### src/core/flash_guard_consts.vh
// Purpose: Constants for the flash reset and write-protection block.
// Assumes: 20 MHz system clock, times given in nanoseconds.
// Notes: Status bit positions follow the two status registers.
`ifndef FLASH_GUARD_CONSTS_VH
`define FLASH_GUARD_CONSTS_VH
`define CLK_PERIOD_NS 50
`define SOFT_RESET_TIME_NS 28000
`define SOFT_RESET_CYCLES ((`SOFT_RESET_TIME_NS + `CLK_PERIOD_NS - 1) / `CLK_PERIOD_NS)
`define RESET_PULSE_WIDTH_NS 1000
`define RESET_PULSE_CYCLES ((`RESET_PULSE_WIDTH_NS + `CLK_PERIOD_NS - 1) / `CLK_PERIOD_NS)
`define POWERUP_INHIBIT_NS 5000000
`define POWERUP_INHIBIT_CYCLES ((`POWERUP_INHIBIT_NS + `CLK_PERIOD_NS - 1) / `CLK_PERIOD_NS)
`define OP_TIME_NS 10000
`define OP_CYCLES ((`OP_TIME_NS + `CLK_PERIOD_NS - 1) / `CLK_PERIOD_NS)
`define SR1_BUSY 0
`define SR1_WEL 1
`define SR1_BP_LO 2
`define SR1_BP_HI 5
`define SR1_TB 6
`define SR1_STATUS_PROTECT_LO 7
`define SR2_STATUS_PROTECT_HI 0
`define SR2_QE 1
`define SR2_CMP 6
`define SR1_RESET 8'h00
`define SR2_RESET 8'h00
`define OP_WREN 8'h06
`define OP_WRDI 8'h04
`define OP_RDSR1 8'h05
`define OP_RDSR2 8'h35
`define OP_WRSR 8'h01
`define OP_PP 8'h02
`define OP_QPP 8'h32
`define OP_SE 8'h20
`define OP_BE32 8'h52
`define OP_BE64 8'hD8
`define OP_CE 8'hC7
`define OP_ERSEC 8'h44
`define OP_PRSEC 8'h42
`define OP_SUSPEND 8'h75
`define OP_PDOWN 8'hB9
`define OP_RELPD 8'hAB
`define OP_RSTEN 8'h66
`define OP_RST 8'h99
`define OP_QPI_ON 8'h38
`define OP_QPI_OFF 8'hFF
`endif

### src/core/cmd_shifter.v
// Purpose: Shifts instruction bytes off the serial link in single-line or four-line mode.
// Assumes: Link clock and select are synchronised already; link clock period far above sys_clk.
// Notes: The first byte after select falls is reported as the opcode; later bytes are reported as payload.
`timescale 1ns/10ps
module cmd_shifter (
  // Clock and reset
  input wire sys_clk,
  input wire rst_n,
  // Synchronised link
  input wire sck_rise,
  input wire cs_active,
  input wire quad_mode,
  input wire [3:0] io_in,
  input wire hold_active,
  // Decoded instruction
  output reg [7:0] opcode_q,
  output reg opcode_valid_q,
  output reg [7:0] payload_q,
  output reg payload_valid_q
);
  reg [7:0] shift_q;
  reg [3:0] count_q;
  reg first_q;
  wire [7:0] next_shift = quad_mode ? {shift_q[3:0], io_in} : {shift_q[6:0], io_in[0]};
  wire [3:0] last_count = quad_mode ? 4'h1 : 4'h7;

  always @(posedge sys_clk or negedge rst_n) begin
    if (!rst_n) begin
      shift_q <= 8'h00;
      count_q <= 4'h0;
      first_q <= 1'b1;
      opcode_q <= 8'h00;
      opcode_valid_q <= 1'b0;
      payload_q <= 8'h00;
      payload_valid_q <= 1'b0;
    end else begin
      opcode_valid_q <= 1'b0;
      payload_valid_q <= 1'b0;
      if (!cs_active) begin
        count_q <= 4'h0;
        first_q <= 1'b1;
      end else if (sck_rise && !hold_active) begin
        shift_q <= next_shift;
        if (count_q == last_count) begin
          count_q <= 4'h0;
          first_q <= 1'b0;
          if (first_q) begin
            opcode_q <= next_shift;
            opcode_valid_q <= 1'b1;
          end else begin
            payload_q <= next_shift;
            payload_valid_q <= 1'b1;
          end
        end else begin
          count_q <= count_q + 4'h1;
        end
      end
    end
  end
endmodule // cmd_shifter

### src/core/flash_guard.v
// Purpose: Reset and write-protection control of a serial flash device.
// Assumes: Link pins are asynchronous to sys_clk and sampled twice before use.
// Notes: Instructions act when select rises; the array itself lives outside.
`timescale 1ns/10ps
`include "flash_guard_consts.vh"
module flash_guard #(
  parameter POWERUP_CYCLES = `POWERUP_INHIBIT_CYCLES,
  parameter OP_CYCLES = `OP_CYCLES,
  parameter [7:0] SR3_RESET = 8'h00
) (
  // Clock and reset
  input wire sys_clk,
  input wire rst_n,
  // Serial link pins
  input wire sck,
  input wire cs_n,
  input wire [3:0] io_in,
  input wire wp_n,
  input wire shared_pin_n,
  // Configuration and protection lookup
  input wire hold_reset_select,
  input wire target_protected,
  // Status outputs
  output reg [7:0] status_register_one,
  output reg [7:0] status_register_two,
  output reg write_op_q,
  output reg op_abort_q,
  output reg quad_mode_q,
  output reg power_down_q,
  output reg reset_busy_q
);
  localparam ST_IDLE = 2'b00;
  localparam ST_OP = 2'b01;
  localparam ST_SWRST = 2'b10;
  localparam SRST_CNT = `SOFT_RESET_CYCLES;
  localparam PIN_CNT = `RESET_PULSE_CYCLES;

  reg [1:0] sck_s_q, cs_s_q, wp_s_q, pin_s_q;
  reg [3:0] io_a_q, io_b_q;
  reg sck_prev_q, cs_prev_q;
  reg [1:0] state_q;
  reg [31:0] op_cnt_q;
  reg [31:0] pu_cnt_q;
  reg [15:0] pin_cnt_q;
  reg rst_armed_q;
  reg [7:0] cur_op_q;
  reg got_op_q;
  reg [1:0] pay_cnt_q;
  reg [7:0] pay0_q, pay1_q;
  reg wip_q;
  reg pin_reset_q;
  wire [7:0] opcode;
  wire opcode_valid;
  wire [7:0] payload;
  wire payload_valid;

  // Pause and reset on the shared pin are only meaningful while quad lines are off.
  wire qe = status_register_two[`SR2_QE];
  wire pin_low = !pin_s_q[1] && !qe;
  wire hold_active = pin_low && !hold_reset_select;
  wire reset_pin_low = pin_low && hold_reset_select;
  wire sck_rise = sck_s_q[1] && !sck_prev_q;
  wire cs_active = !cs_s_q[1];
  wire cs_end = cs_s_q[1] && !cs_prev_q;
  wire powerup_inhibit = (pu_cnt_q != 32'h0);

  function is_write_op;
    input [7:0] op;
    begin
      is_write_op = (op == `OP_PP) || (op == `OP_QPP) || (op == `OP_SE) || (op == `OP_BE32) ||
                    (op == `OP_BE64) || (op == `OP_CE) || (op == `OP_ERSEC) || (op == `OP_PRSEC);
    end
  endfunction

  function is_array_op;
    input [7:0] op;
    begin
      is_array_op = (op == `OP_PP) || (op == `OP_QPP) || (op == `OP_SE) || (op == `OP_BE32) ||
                    (op == `OP_BE64) || (op == `OP_CE);
    end
  endfunction

  // Status register writes: protect lo/hi bits, pin only outside quad mode.
  wire srp_lock = status_register_two[`SR2_STATUS_PROTECT_HI] ||
                  (status_register_one[`SR1_STATUS_PROTECT_LO] && !wp_s_q[1] && !quad_mode_q);

  cmd_shifter u_shift (
    .sys_clk(sys_clk),
    .rst_n(rst_n),
    .sck_rise(sck_rise),
    .cs_active(cs_active && !reset_pin_low && !pin_reset_q),
    .quad_mode(quad_mode_q),
    .io_in(io_b_q),
    .hold_active(hold_active),
    .opcode_q(opcode),
    .opcode_valid_q(opcode_valid),
    .payload_q(payload),
    .payload_valid_q(payload_valid)
  );

  // Every link pin passes two flip-flops before anything reads it.
  always @(posedge sys_clk or negedge rst_n) begin
    if (!rst_n) begin
      sck_s_q <= 2'b00;
      cs_s_q <= 2'b11;
      wp_s_q <= 2'b11;
      pin_s_q <= 2'b11;
      io_a_q <= 4'h0;
      io_b_q <= 4'h0;
      sck_prev_q <= 1'b0;
      cs_prev_q <= 1'b1;
    end else begin
      sck_s_q <= {sck_s_q[0], sck};
      cs_s_q <= {cs_s_q[0], cs_n};
      wp_s_q <= {wp_s_q[0], wp_n};
      pin_s_q <= {pin_s_q[0], shared_pin_n};
      io_a_q <= io_in;
      io_b_q <= io_a_q;
      sck_prev_q <= sck_s_q[1];
      cs_prev_q <= cs_s_q[1];
    end
  end

  // Pin reset qualifies after the minimum low time and holds until the pin rises.
  always @(posedge sys_clk or negedge rst_n) begin
    if (!rst_n) begin
      pin_cnt_q <= 16'h0000;
      pin_reset_q <= 1'b0;
    end else if (!reset_pin_low) begin
      pin_cnt_q <= 16'h0000;
      pin_reset_q <= 1'b0;
    end else if (pin_cnt_q >= PIN_CNT - 16'h0001) begin
      pin_reset_q <= 1'b1;
    end else begin
      pin_cnt_q <= pin_cnt_q + 16'h0001;
    end
  end

  // Capture the instruction and up to two payload bytes of the current frame.
  always @(posedge sys_clk or negedge rst_n) begin
    if (!rst_n) begin
      cur_op_q <= 8'h00;
      got_op_q <= 1'b0;
      pay_cnt_q <= 2'b00;
      pay0_q <= 8'h00;
      pay1_q <= 8'h00;
    end else if (cs_end || pin_reset_q) begin
      got_op_q <= 1'b0;
      pay_cnt_q <= 2'b00;
    end else begin
      if (opcode_valid) begin
        cur_op_q <= opcode;
        got_op_q <= 1'b1;
      end
      if (payload_valid && pay_cnt_q != 2'b10) begin
        pay_cnt_q <= pay_cnt_q + 2'b01;
        if (pay_cnt_q == 2'b00) begin
          pay0_q <= payload;
        end else begin
          pay1_q <= payload;
        end
      end
    end
  end

  // Main control: execution at select rise, busy timing, resets.
  always @(posedge sys_clk or negedge rst_n) begin
    if (!rst_n) begin
      state_q <= ST_IDLE;
      op_cnt_q <= 32'h0;
      pu_cnt_q <= POWERUP_CYCLES;
      rst_armed_q <= 1'b0;
      wip_q <= 1'b0;
      write_op_q <= 1'b0;
      op_abort_q <= 1'b0;
      quad_mode_q <= 1'b0;
      power_down_q <= 1'b0;
      reset_busy_q <= 1'b0;
      status_register_one <= `SR1_RESET;
      status_register_two <= `SR2_RESET;
    end else begin
      op_abort_q <= 1'b0;
      if (powerup_inhibit) begin
        pu_cnt_q <= pu_cnt_q - 32'h1;
      end
      if (pin_reset_q) begin
        // Volatile state returns to power-on values; writes in flight are cut off.
        state_q <= ST_IDLE;
        op_abort_q <= wip_q || write_op_q;
        wip_q <= 1'b0;
        write_op_q <= 1'b0;
        rst_armed_q <= 1'b0;
        quad_mode_q <= 1'b0;
        power_down_q <= 1'b0;
        reset_busy_q <= 1'b0;
        status_register_one[`SR1_WEL] <= 1'b0;
        status_register_one[`SR1_BUSY] <= 1'b0;
      end else begin
        case (state_q)
          ST_OP: begin
            if (op_cnt_q == 32'h0) begin
              state_q <= ST_IDLE;
              wip_q <= 1'b0;
              write_op_q <= 1'b0;
              status_register_one[`SR1_BUSY] <= 1'b0;
              status_register_one[`SR1_WEL] <= 1'b0;
            end else begin
              op_cnt_q <= op_cnt_q - 32'h1;
            end
            if (cs_end && got_op_q && cur_op_q == `OP_SUSPEND) begin
              // Nothing resumes here, so the write ends and the latch drops as after any write.
              state_q <= ST_IDLE;
              wip_q <= 1'b0;
              write_op_q <= 1'b0;
              status_register_one[`SR1_BUSY] <= 1'b0;
              status_register_one[`SR1_WEL] <= 1'b0;
            end
          end
          ST_SWRST: begin
            if (op_cnt_q == 32'h0) begin
              state_q <= ST_IDLE;
              reset_busy_q <= 1'b0;
            end else begin
              op_cnt_q <= op_cnt_q - 32'h1;
            end
          end
          ST_IDLE: begin
            if (cs_end && got_op_q) begin
              // Any instruction other than reset enable breaks the armed reset.
              rst_armed_q <= (cur_op_q == `OP_RSTEN) && !power_down_q;
              if (power_down_q) begin
                if (cur_op_q == `OP_RELPD) begin
                  power_down_q <= 1'b0;
                end
              end else begin
                case (cur_op_q)
                  `OP_RST: begin
                    if (rst_armed_q) begin
                      state_q <= ST_SWRST;
                      op_cnt_q <= SRST_CNT - 1;
                      reset_busy_q <= 1'b1;
                      quad_mode_q <= 1'b0;
                      status_register_one[`SR1_WEL] <= 1'b0;
                    end
                  end
                  `OP_WREN: begin
                    if (!powerup_inhibit) begin
                      status_register_one[`SR1_WEL] <= 1'b1;
                    end
                  end
                  `OP_WRDI: begin
                    status_register_one[`SR1_WEL] <= 1'b0;
                  end
                  `OP_PDOWN: begin
                    power_down_q <= 1'b1;
                  end
                  `OP_QPI_ON: begin
                    quad_mode_q <= qe;
                  end
                  `OP_QPI_OFF: begin
                    quad_mode_q <= 1'b0;
                  end
                  `OP_WRSR: begin
                    // A locked status write is refused outright: no busy time, latch untouched.
                    if (status_register_one[`SR1_WEL] && !powerup_inhibit && !srp_lock) begin
                      status_register_one[`SR1_BUSY] <= 1'b1;
                      state_q <= ST_OP;
                      op_cnt_q <= OP_CYCLES - 1;
                      if (pay_cnt_q != 2'b00) begin
                        status_register_one[7:2] <= pay0_q[7:2];
                        if (pay_cnt_q == 2'b10) begin
                          // Quad enable cannot drop while the four-line mode is active.
                          status_register_two <= {pay1_q[7:2], pay1_q[1] | quad_mode_q, pay1_q[0]};
                        end
                      end
                    end
                  end
                  default: begin
                    if (is_write_op(cur_op_q) && status_register_one[`SR1_WEL] && !powerup_inhibit) begin
                      if (is_array_op(cur_op_q) && target_protected) begin
                        status_register_one[`SR1_WEL] <= 1'b0;
                      end else begin
                        status_register_one[`SR1_BUSY] <= 1'b1;
                        wip_q <= 1'b1;
                        write_op_q <= 1'b1;
                        state_q <= ST_OP;
                        op_cnt_q <= OP_CYCLES - 1;
                      end
                    end
                  end
                endcase
              end
            end
          end
          default: begin
            state_q <= ST_IDLE;
          end
        endcase
      end
    end
  end
endmodule // flash_guard

### config.mk
export PLATFORM = sky130hd
export DESIGN_NAME = flash_guard
export DESIGN_NICKNAME = d
export VERILOG_FILES = /design/src/core/cmd_shifter.v /design/src/core/flash_guard.v
export VERILOG_INCLUDE_DIRS = /design/src /design/src/core
export SDC_FILE = /design/constraint.sdc
export NUM_CORES = 1
export LEC_CHECK = 0
export ABC_AREA = 0
export BUFFER_PORTS_ARGS = -buffer_cell sky130_fd_sc_hd__buf_2
export CAP_MARGIN = 20
export CORE_ASPECT_RATIO = 1.25
export CORE_MARGIN = 1.5
export CORE_UTILIZATION = 55
export CTS_CLUSTER_SIZE = 16
export DETAILED_ROUTE_END_ITERATION = 12
export GPL_ROUTABILITY_DRIVEN = 0
export PLACE_DENSITY = 0.79
export SLEW_MARGIN = 20
export SYNTH_ARGS = -nofsm -noshare
export SYNTH_HDL_FRONTEND = slang
export SYNTH_HIERARCHICAL = 1
export SYNTH_SLANG_ARGS = --single-unit
### constraint.sdc
create_clock -name sys_clk -period 4 [get_ports sys_clk]
set_input_delay 0.2 -clock sys_clk [delete_from_list [all_inputs] [get_ports sys_clk]]
set_output_delay 0.2 -clock sys_clk [all_outputs]
set_load 0.01 [all_outputs]
# Yosys cells after proc, flatten, opt, wreduce, memory -nomap -nowiden
# Index checks and enable logic that the tools add are counted.
# word_totals
ff_bits	180
wordCells	269
out_inout_bits	21
# op_classes
order_cmp	1
n_reduce_logical	77
n_bitwise	6
n_addsub	5
mux	87
eq_ne	58
# op_table
cell	n
2-to-1 mux 32 bit	7
one-hot mux 32 bit (3 select lines)	1
one-hot mux 32 bit (2 select lines)	1
subtractor 32 x 1 -> 32 bit (second input constant)	2
equality test 8 bit (second input constant)	6
2-to-1 mux 1 bit	46
!= test 3 bit (second input constant)	14
equality test 8 x 7 -> 1 bit (second input constant)	5
2-to-1 mux 2 bit	17
logical NOT 32 bit	1
2-to-1 mux 16 bit	2
!= test 4 bit (second input constant)	8
nonzero test 32 bit	1
equality test 8 x 6 -> 1 bit (second input constant)	3
AND reduction 7 bit	3
logical AND 1 bit	19
adder 16 x 1 -> 16 bit (second input constant)	1
equality test 8 x 3 -> 1 bit (second input constant)	2
>= comparator 16 x 5 -> 1 bit (second input constant)	1
!= test 2 bit (second input constant)	8
AND reduction 8 bit	2
logical NOT 1 bit	14
2-to-1 mux 4 bit	3
!= test 6 bit (second input constant)	2
35 further kinds	65

# Logic depth before layout (Yosys ltp)
# logic_depth
depth_word	16
depth_mapped	13

# By module
# Netlist, hierarchy kept.
# by_module_without_submodules
mod	cells_each	seq_area_each_um2	n_inst	area_each_um2
flash_guard	653	3719.8	1	6882.9
cmd_shifter	90	752.0	1	1323.8

# Worst setup path before layout
# Ideal clock, no wire load.
# synth_timing
path_kind	register -> register
start	register op_cnt_q[0]
end	register op_cnt_q[5]
arrival_ns	2.870
setup_slack_ns	1.009
setup_time_ns	0.121
n_path_buf	3
stages_incl_launch_ff	13
period_less_slack_ns	2.991
cell_sequence	dfrtp_1 inv_1 ha_1 or4b_2 nor3_1 and3_1 buf_2 a21o_1 buf_2 a211oi_2 and2_1 buf_2 a22o_1
# synth_via
elab_chain_cells	3
elab_cells_between_ends	6
cone_classes	1 x add/sub; 1 x eq/ne; 2 x mux; 2 x reduce/logical
# synth_rtl
element	line	source
start: declaration	flash_guard.v:42	reg [31:0] op_cnt_q;
start signal: assignment	flash_guard.v:208	op_cnt_q <= op_cnt_q - 32'h1;
start signal: assignment	flash_guard.v:224	op_cnt_q <= op_cnt_q - 32'h1;
start signal: assignment	flash_guard.v:240	op_cnt_q <= SRST_CNT - 1;
subtractor 32 x 1 -> 32 bit or logical NOT 32 bit (tied branches)	n/a	
2-to-1 mux 32 bit or != test 2 bit (tied branches)	n/a	
one-hot mux 32 bit (2 select lines) or AND reduction 10 bit (tied branches)	n/a	
# Several ways; a longest one is shown, not always the timed one. The select of a mux whose other input is x is not followed.
# A chain may end at the register's enable or synchronous reset.

# Worst setup path after layout
# layout_timing
start	register pu_cnt_q[24]
end	register op_cnt_q[7]
# layout_via
elab_chain_cells	6
elab_cells_between_ends	8
cone_classes	2 x eq/ne; 6 x reduce/logical
# layout_rtl
element	line	source
start: declaration	flash_guard.v:43	reg [31:0] pu_cnt_q;
start signal: assignment	flash_guard.v:184	pu_cnt_q <= pu_cnt_q - 32'h1;
nonzero test 32 bit (*)	flash_guard.v:65	wire powerup_inhibit = (pu_cnt_q != 32'h0);
logical NOT 1 bit (*)	flash_guard.v:265, flash_guard.v:279	
logical AND 1 bit (2 in a row)	flash_guard.v:265	if (status_register_one[`SR1_WEL] && !powerup_inhibit && !srp_lock) begin
!= test 3 bit (no source line)	n/a	
AND reduction 10 bit (no source line) (*)	n/a	
end signal: assignment	flash_guard.v:240	
end signal: assignment	flash_guard.v:268	op_cnt_q <= OP_CYCLES - 1;
end signal: assignment	flash_guard.v:287	op_cnt_q <= OP_CYCLES - 1;
# Mark *: on every way between the ends. The rest lies on a longest branch, timed or not.

==> metrics.cfg <==
[status]
outcome = finished clean

[sta]
max_freq_mhz = 294
finalSetupViolations = 0
relSlewSlack_pct = 39.2
hold_ws_ns = 0.132
worstMarginPinSlew_ns = 0.912
finalHoldViolations = 0
final.setup_skew_ns = 0.00933
finalSetupTns_ns = 0
fin_crit_ns = 3.40
slew_violations = 0
rsz0062_at_grt = no
period_share_pct = 85.0

[clock_network]
cts_buffers = 17
post_cts_buffers = 0
clk_latency_ns = 0.43
post_cts_resize_count = 0
h-tree-depth = 4
cts-root-buf = clkbuf_16
clk_pin_slew_ns = 0.07
cts_sinks = 178
cts_tree = built
hold_buffers = 9
clock_path_buffers = 2

[yosys]
synthAdderAreaFrac_pct = 1.68
synth_seq_cells = 178
synthXorXnorAreaFrac_pct = 3.95
synth-simple-area-share_pct = 18.6
synth_top_family_by_area = simple AND/OR/NAND/NOR gates
synth_largest_area_cell = dfrtp_1
synth-edff-count = 0
yosys-top-cells-count = dfrtp_1, nor2_1, mux2_2
yosysSeqAreaShare_pct = 54.5
avgSynthCellArea_sq_um = 11.0
synth_top_area_share_pct = 50.0
syn_nets = 766
synthCells = 743
synth_cell_types = 59
syn_area_sq_um = 8210
synth-compound-area-share_pct = 10.0
yosysMostFrequentCell = dfrtp_1
synth-async-reset-ratio_pct = 100
synthTopCellsByArea = dfrtp_1, mux2_2, dfstp_2
ys.flop_type = dfrtp_1
yosys_warnings = 6
synthMuxAreaShare_pct = 9.01

[grt]
grtUsageTotal_pct = 22.9
antenna_found_initial = 0
first_global_vias = 5961
grt_overflow_total = 0
grt_max_degree = 115
grt_pass1_wl_mm = 28.8

[routing]
num_vias = 5880
firstDrtPassIters = 7
routed_wl_mm = 17.0
drt-initial-drc-count = 412
ant_nets = 0
drc = 0
wl_per_cell_um = 17.4
vias_per_cell = 6.02

[setup_path]
cp_data_arrival_time_ns = 3.71
cp-start-kind = register
cp_max_fo = 12
crit_type = register to register
crit_required_ns = 4.31
crit_path_end_kind = register

[place]
hpwl_mm = 11.6
portBuffers = 32

[run]
drv_cap = 0

[floorplan]
dieHeight_um = 140
die_w_um = 112
core_sq_um = 14500
fp.dieArea_sq_um = 15700
start_util_pct = 56.7
rows = 49
io_pins = 33

[power_and_ir_drop]
power_density_nw_per_um2 = 391
p_leak_nw = 4.41
peakVddDrop_uv = 337

[finish]
diodes = 0
layout.nets = 808
syn_to_final_growth_pct = 12.3
fill_cells = 1110
drive_gt1_share_pct = 21.7

[hold_path]
holdCritPathClass = primary input to register

[layout make-up]
| type | count | area [sq um] | area share [%] |
|---|---|---|---|
| flip-flops and latches | 178 | 4470 | 48.5 |
| clock buffers | 19 | 433 | 4.70 |
| clock inverters | 13 | 138 | 1.49 |
| multi-input cells | 519 | 3550 | 38.5 |
| well taps | 178 | 223 | 2.42 |
| inverters | 20 | 75.1 | 0.814 |
| repair buffers | 49 | 332 | 3.60 |
[through the flow]
step | utilization, % | instance area [sq um] | power (W) | cells | worst slack [ns]
after floorplan | - | 8210 | 0.00195 | 743 | 1.01
after global placement | 59.1 | 8550 | 0.00201 | 935 | 0.724
after detailed placement | 59.1 | 8550 | 0.00202 | 935 | 0.642
after CTS | 63.7 | 9220 | 0.00363 | 976 | 0.611
after global routing | 63.7 | 9220 | 0.00372 | 976 | 0.415
final | 63.7 | 9220 | 0.00360 | 976 | 0.600
[cell families (layout without fill, tap and decap cells)]
group,Yosys count,after routing
xor gates and xnor gates,37,37
buffers and inverters,46,101
AOI/OAI and AO/OA,129,129
muxes,66,66
and+or+nand+nor,276,276
adders and majority gates,11,11
DFF,178,178
[layer usage]
metal	wire length, um	up-vias	track usage, %
met5	0	-	0
met4	304	0	8.39
met3	612	29	4.57
met2	8970	162	39.5
met1	7130	2917	28.7
li1	-	2772	-
[power breakdown]
part	switching [W]	internal, W
Sequential	0.0000206	0.00184
Clock	0.000729	0.000882
Combinational	0.0000817	0.0000534
[registers in the layout (all words and copies together), names as in the netlist, 4 cells and up]
register / count
cur_op_q: 8
io_a_q: 4
io_b_q: 4
op_cnt_q: 32
pay0_q: 6
pay1_q: 8
pin_cnt_q: 16
pu_cnt_q: 32
status_register_one: 8
status_register_two: 8
u_shift/count_q: 4
u_shift/opcode_q: 8
u_shift/payload_q: 8
u_shift/shift_q: 7
[cell usage in the layout, fill, tap and decap left out, types with 4 or more instances in the layout]
master         Yosys  final
a31oi_1            4      4
clkbuf_16          0     17
and3_1            18     18
or4_1             11     11
mux2_2            63     63
dlygate4sd3_1      0      9
o31ai_1            8      8
nand3b_1           6      6
dfrtp_1          164    164
nor2_1            65     65
inv_6              0      8
nand4_1            8      8
nor3b_1            4      4
nor2b_1            9      9
xnor2_1           11     11
or4b_2             4      4
o211ai_1           4      4
nand2b_1           8      8
xor2_1            26     26
nand3_1           18     18
buf_2              7     31
inv_1             19     19
dfstp_2           14     14
ha_1              11     11
o41ai_1            4      4
a21oi_1           39     39
nor3_1            27     27
nor4_1            21     21
or2_2             10     10
nand2_1           34     34
or3_1             15     15
buf_4              0      7
o21ai_0           45     45
[path summary, 6_finish.rpt]
kind / startpoint / endpoint / slack [ns] / cells past startpoint
max: pu_cnt_q[24]$_DFFE_PN0P_ / op_cnt_q[7]$_DFFE_PN0P_ / 0.60 / 8
min: hold_reset_select / pin_cnt_q[10]$_DFFE_PN0P_ / 0.13 / 2
max reg2reg: pu_cnt_q[24]$_DFFE_PN0P_ / op_cnt_q[7]$_DFFE_PN0P_ / 0.60 / 8
min reg2reg: sck_s_q[0]$_DFF_PN0_ / sck_s_q[1]$_DFF_PN0_ / 0.35 / 0
max in group asynchronous: rst_n / wp_s_q[1]$_DFF_PN1_ / 2.72 / 3
min in group asynchronous: rst_n / pu_cnt_q[11]$_DFFE_PN0P_ / 0.45 / 2
[critical path, cell delays in order, from the launching register on]
cell and delay, ns:
dfrtp_1 0.41, or4_1 0.61, or4b_4 0.55, nor3b_4 0.39, a21oi_2 0.15, a211oi_2 0.31
and2_1 0.41, o21ai_0 0.19, a22o_1 0.26
(Power assumes the default switching activity.)
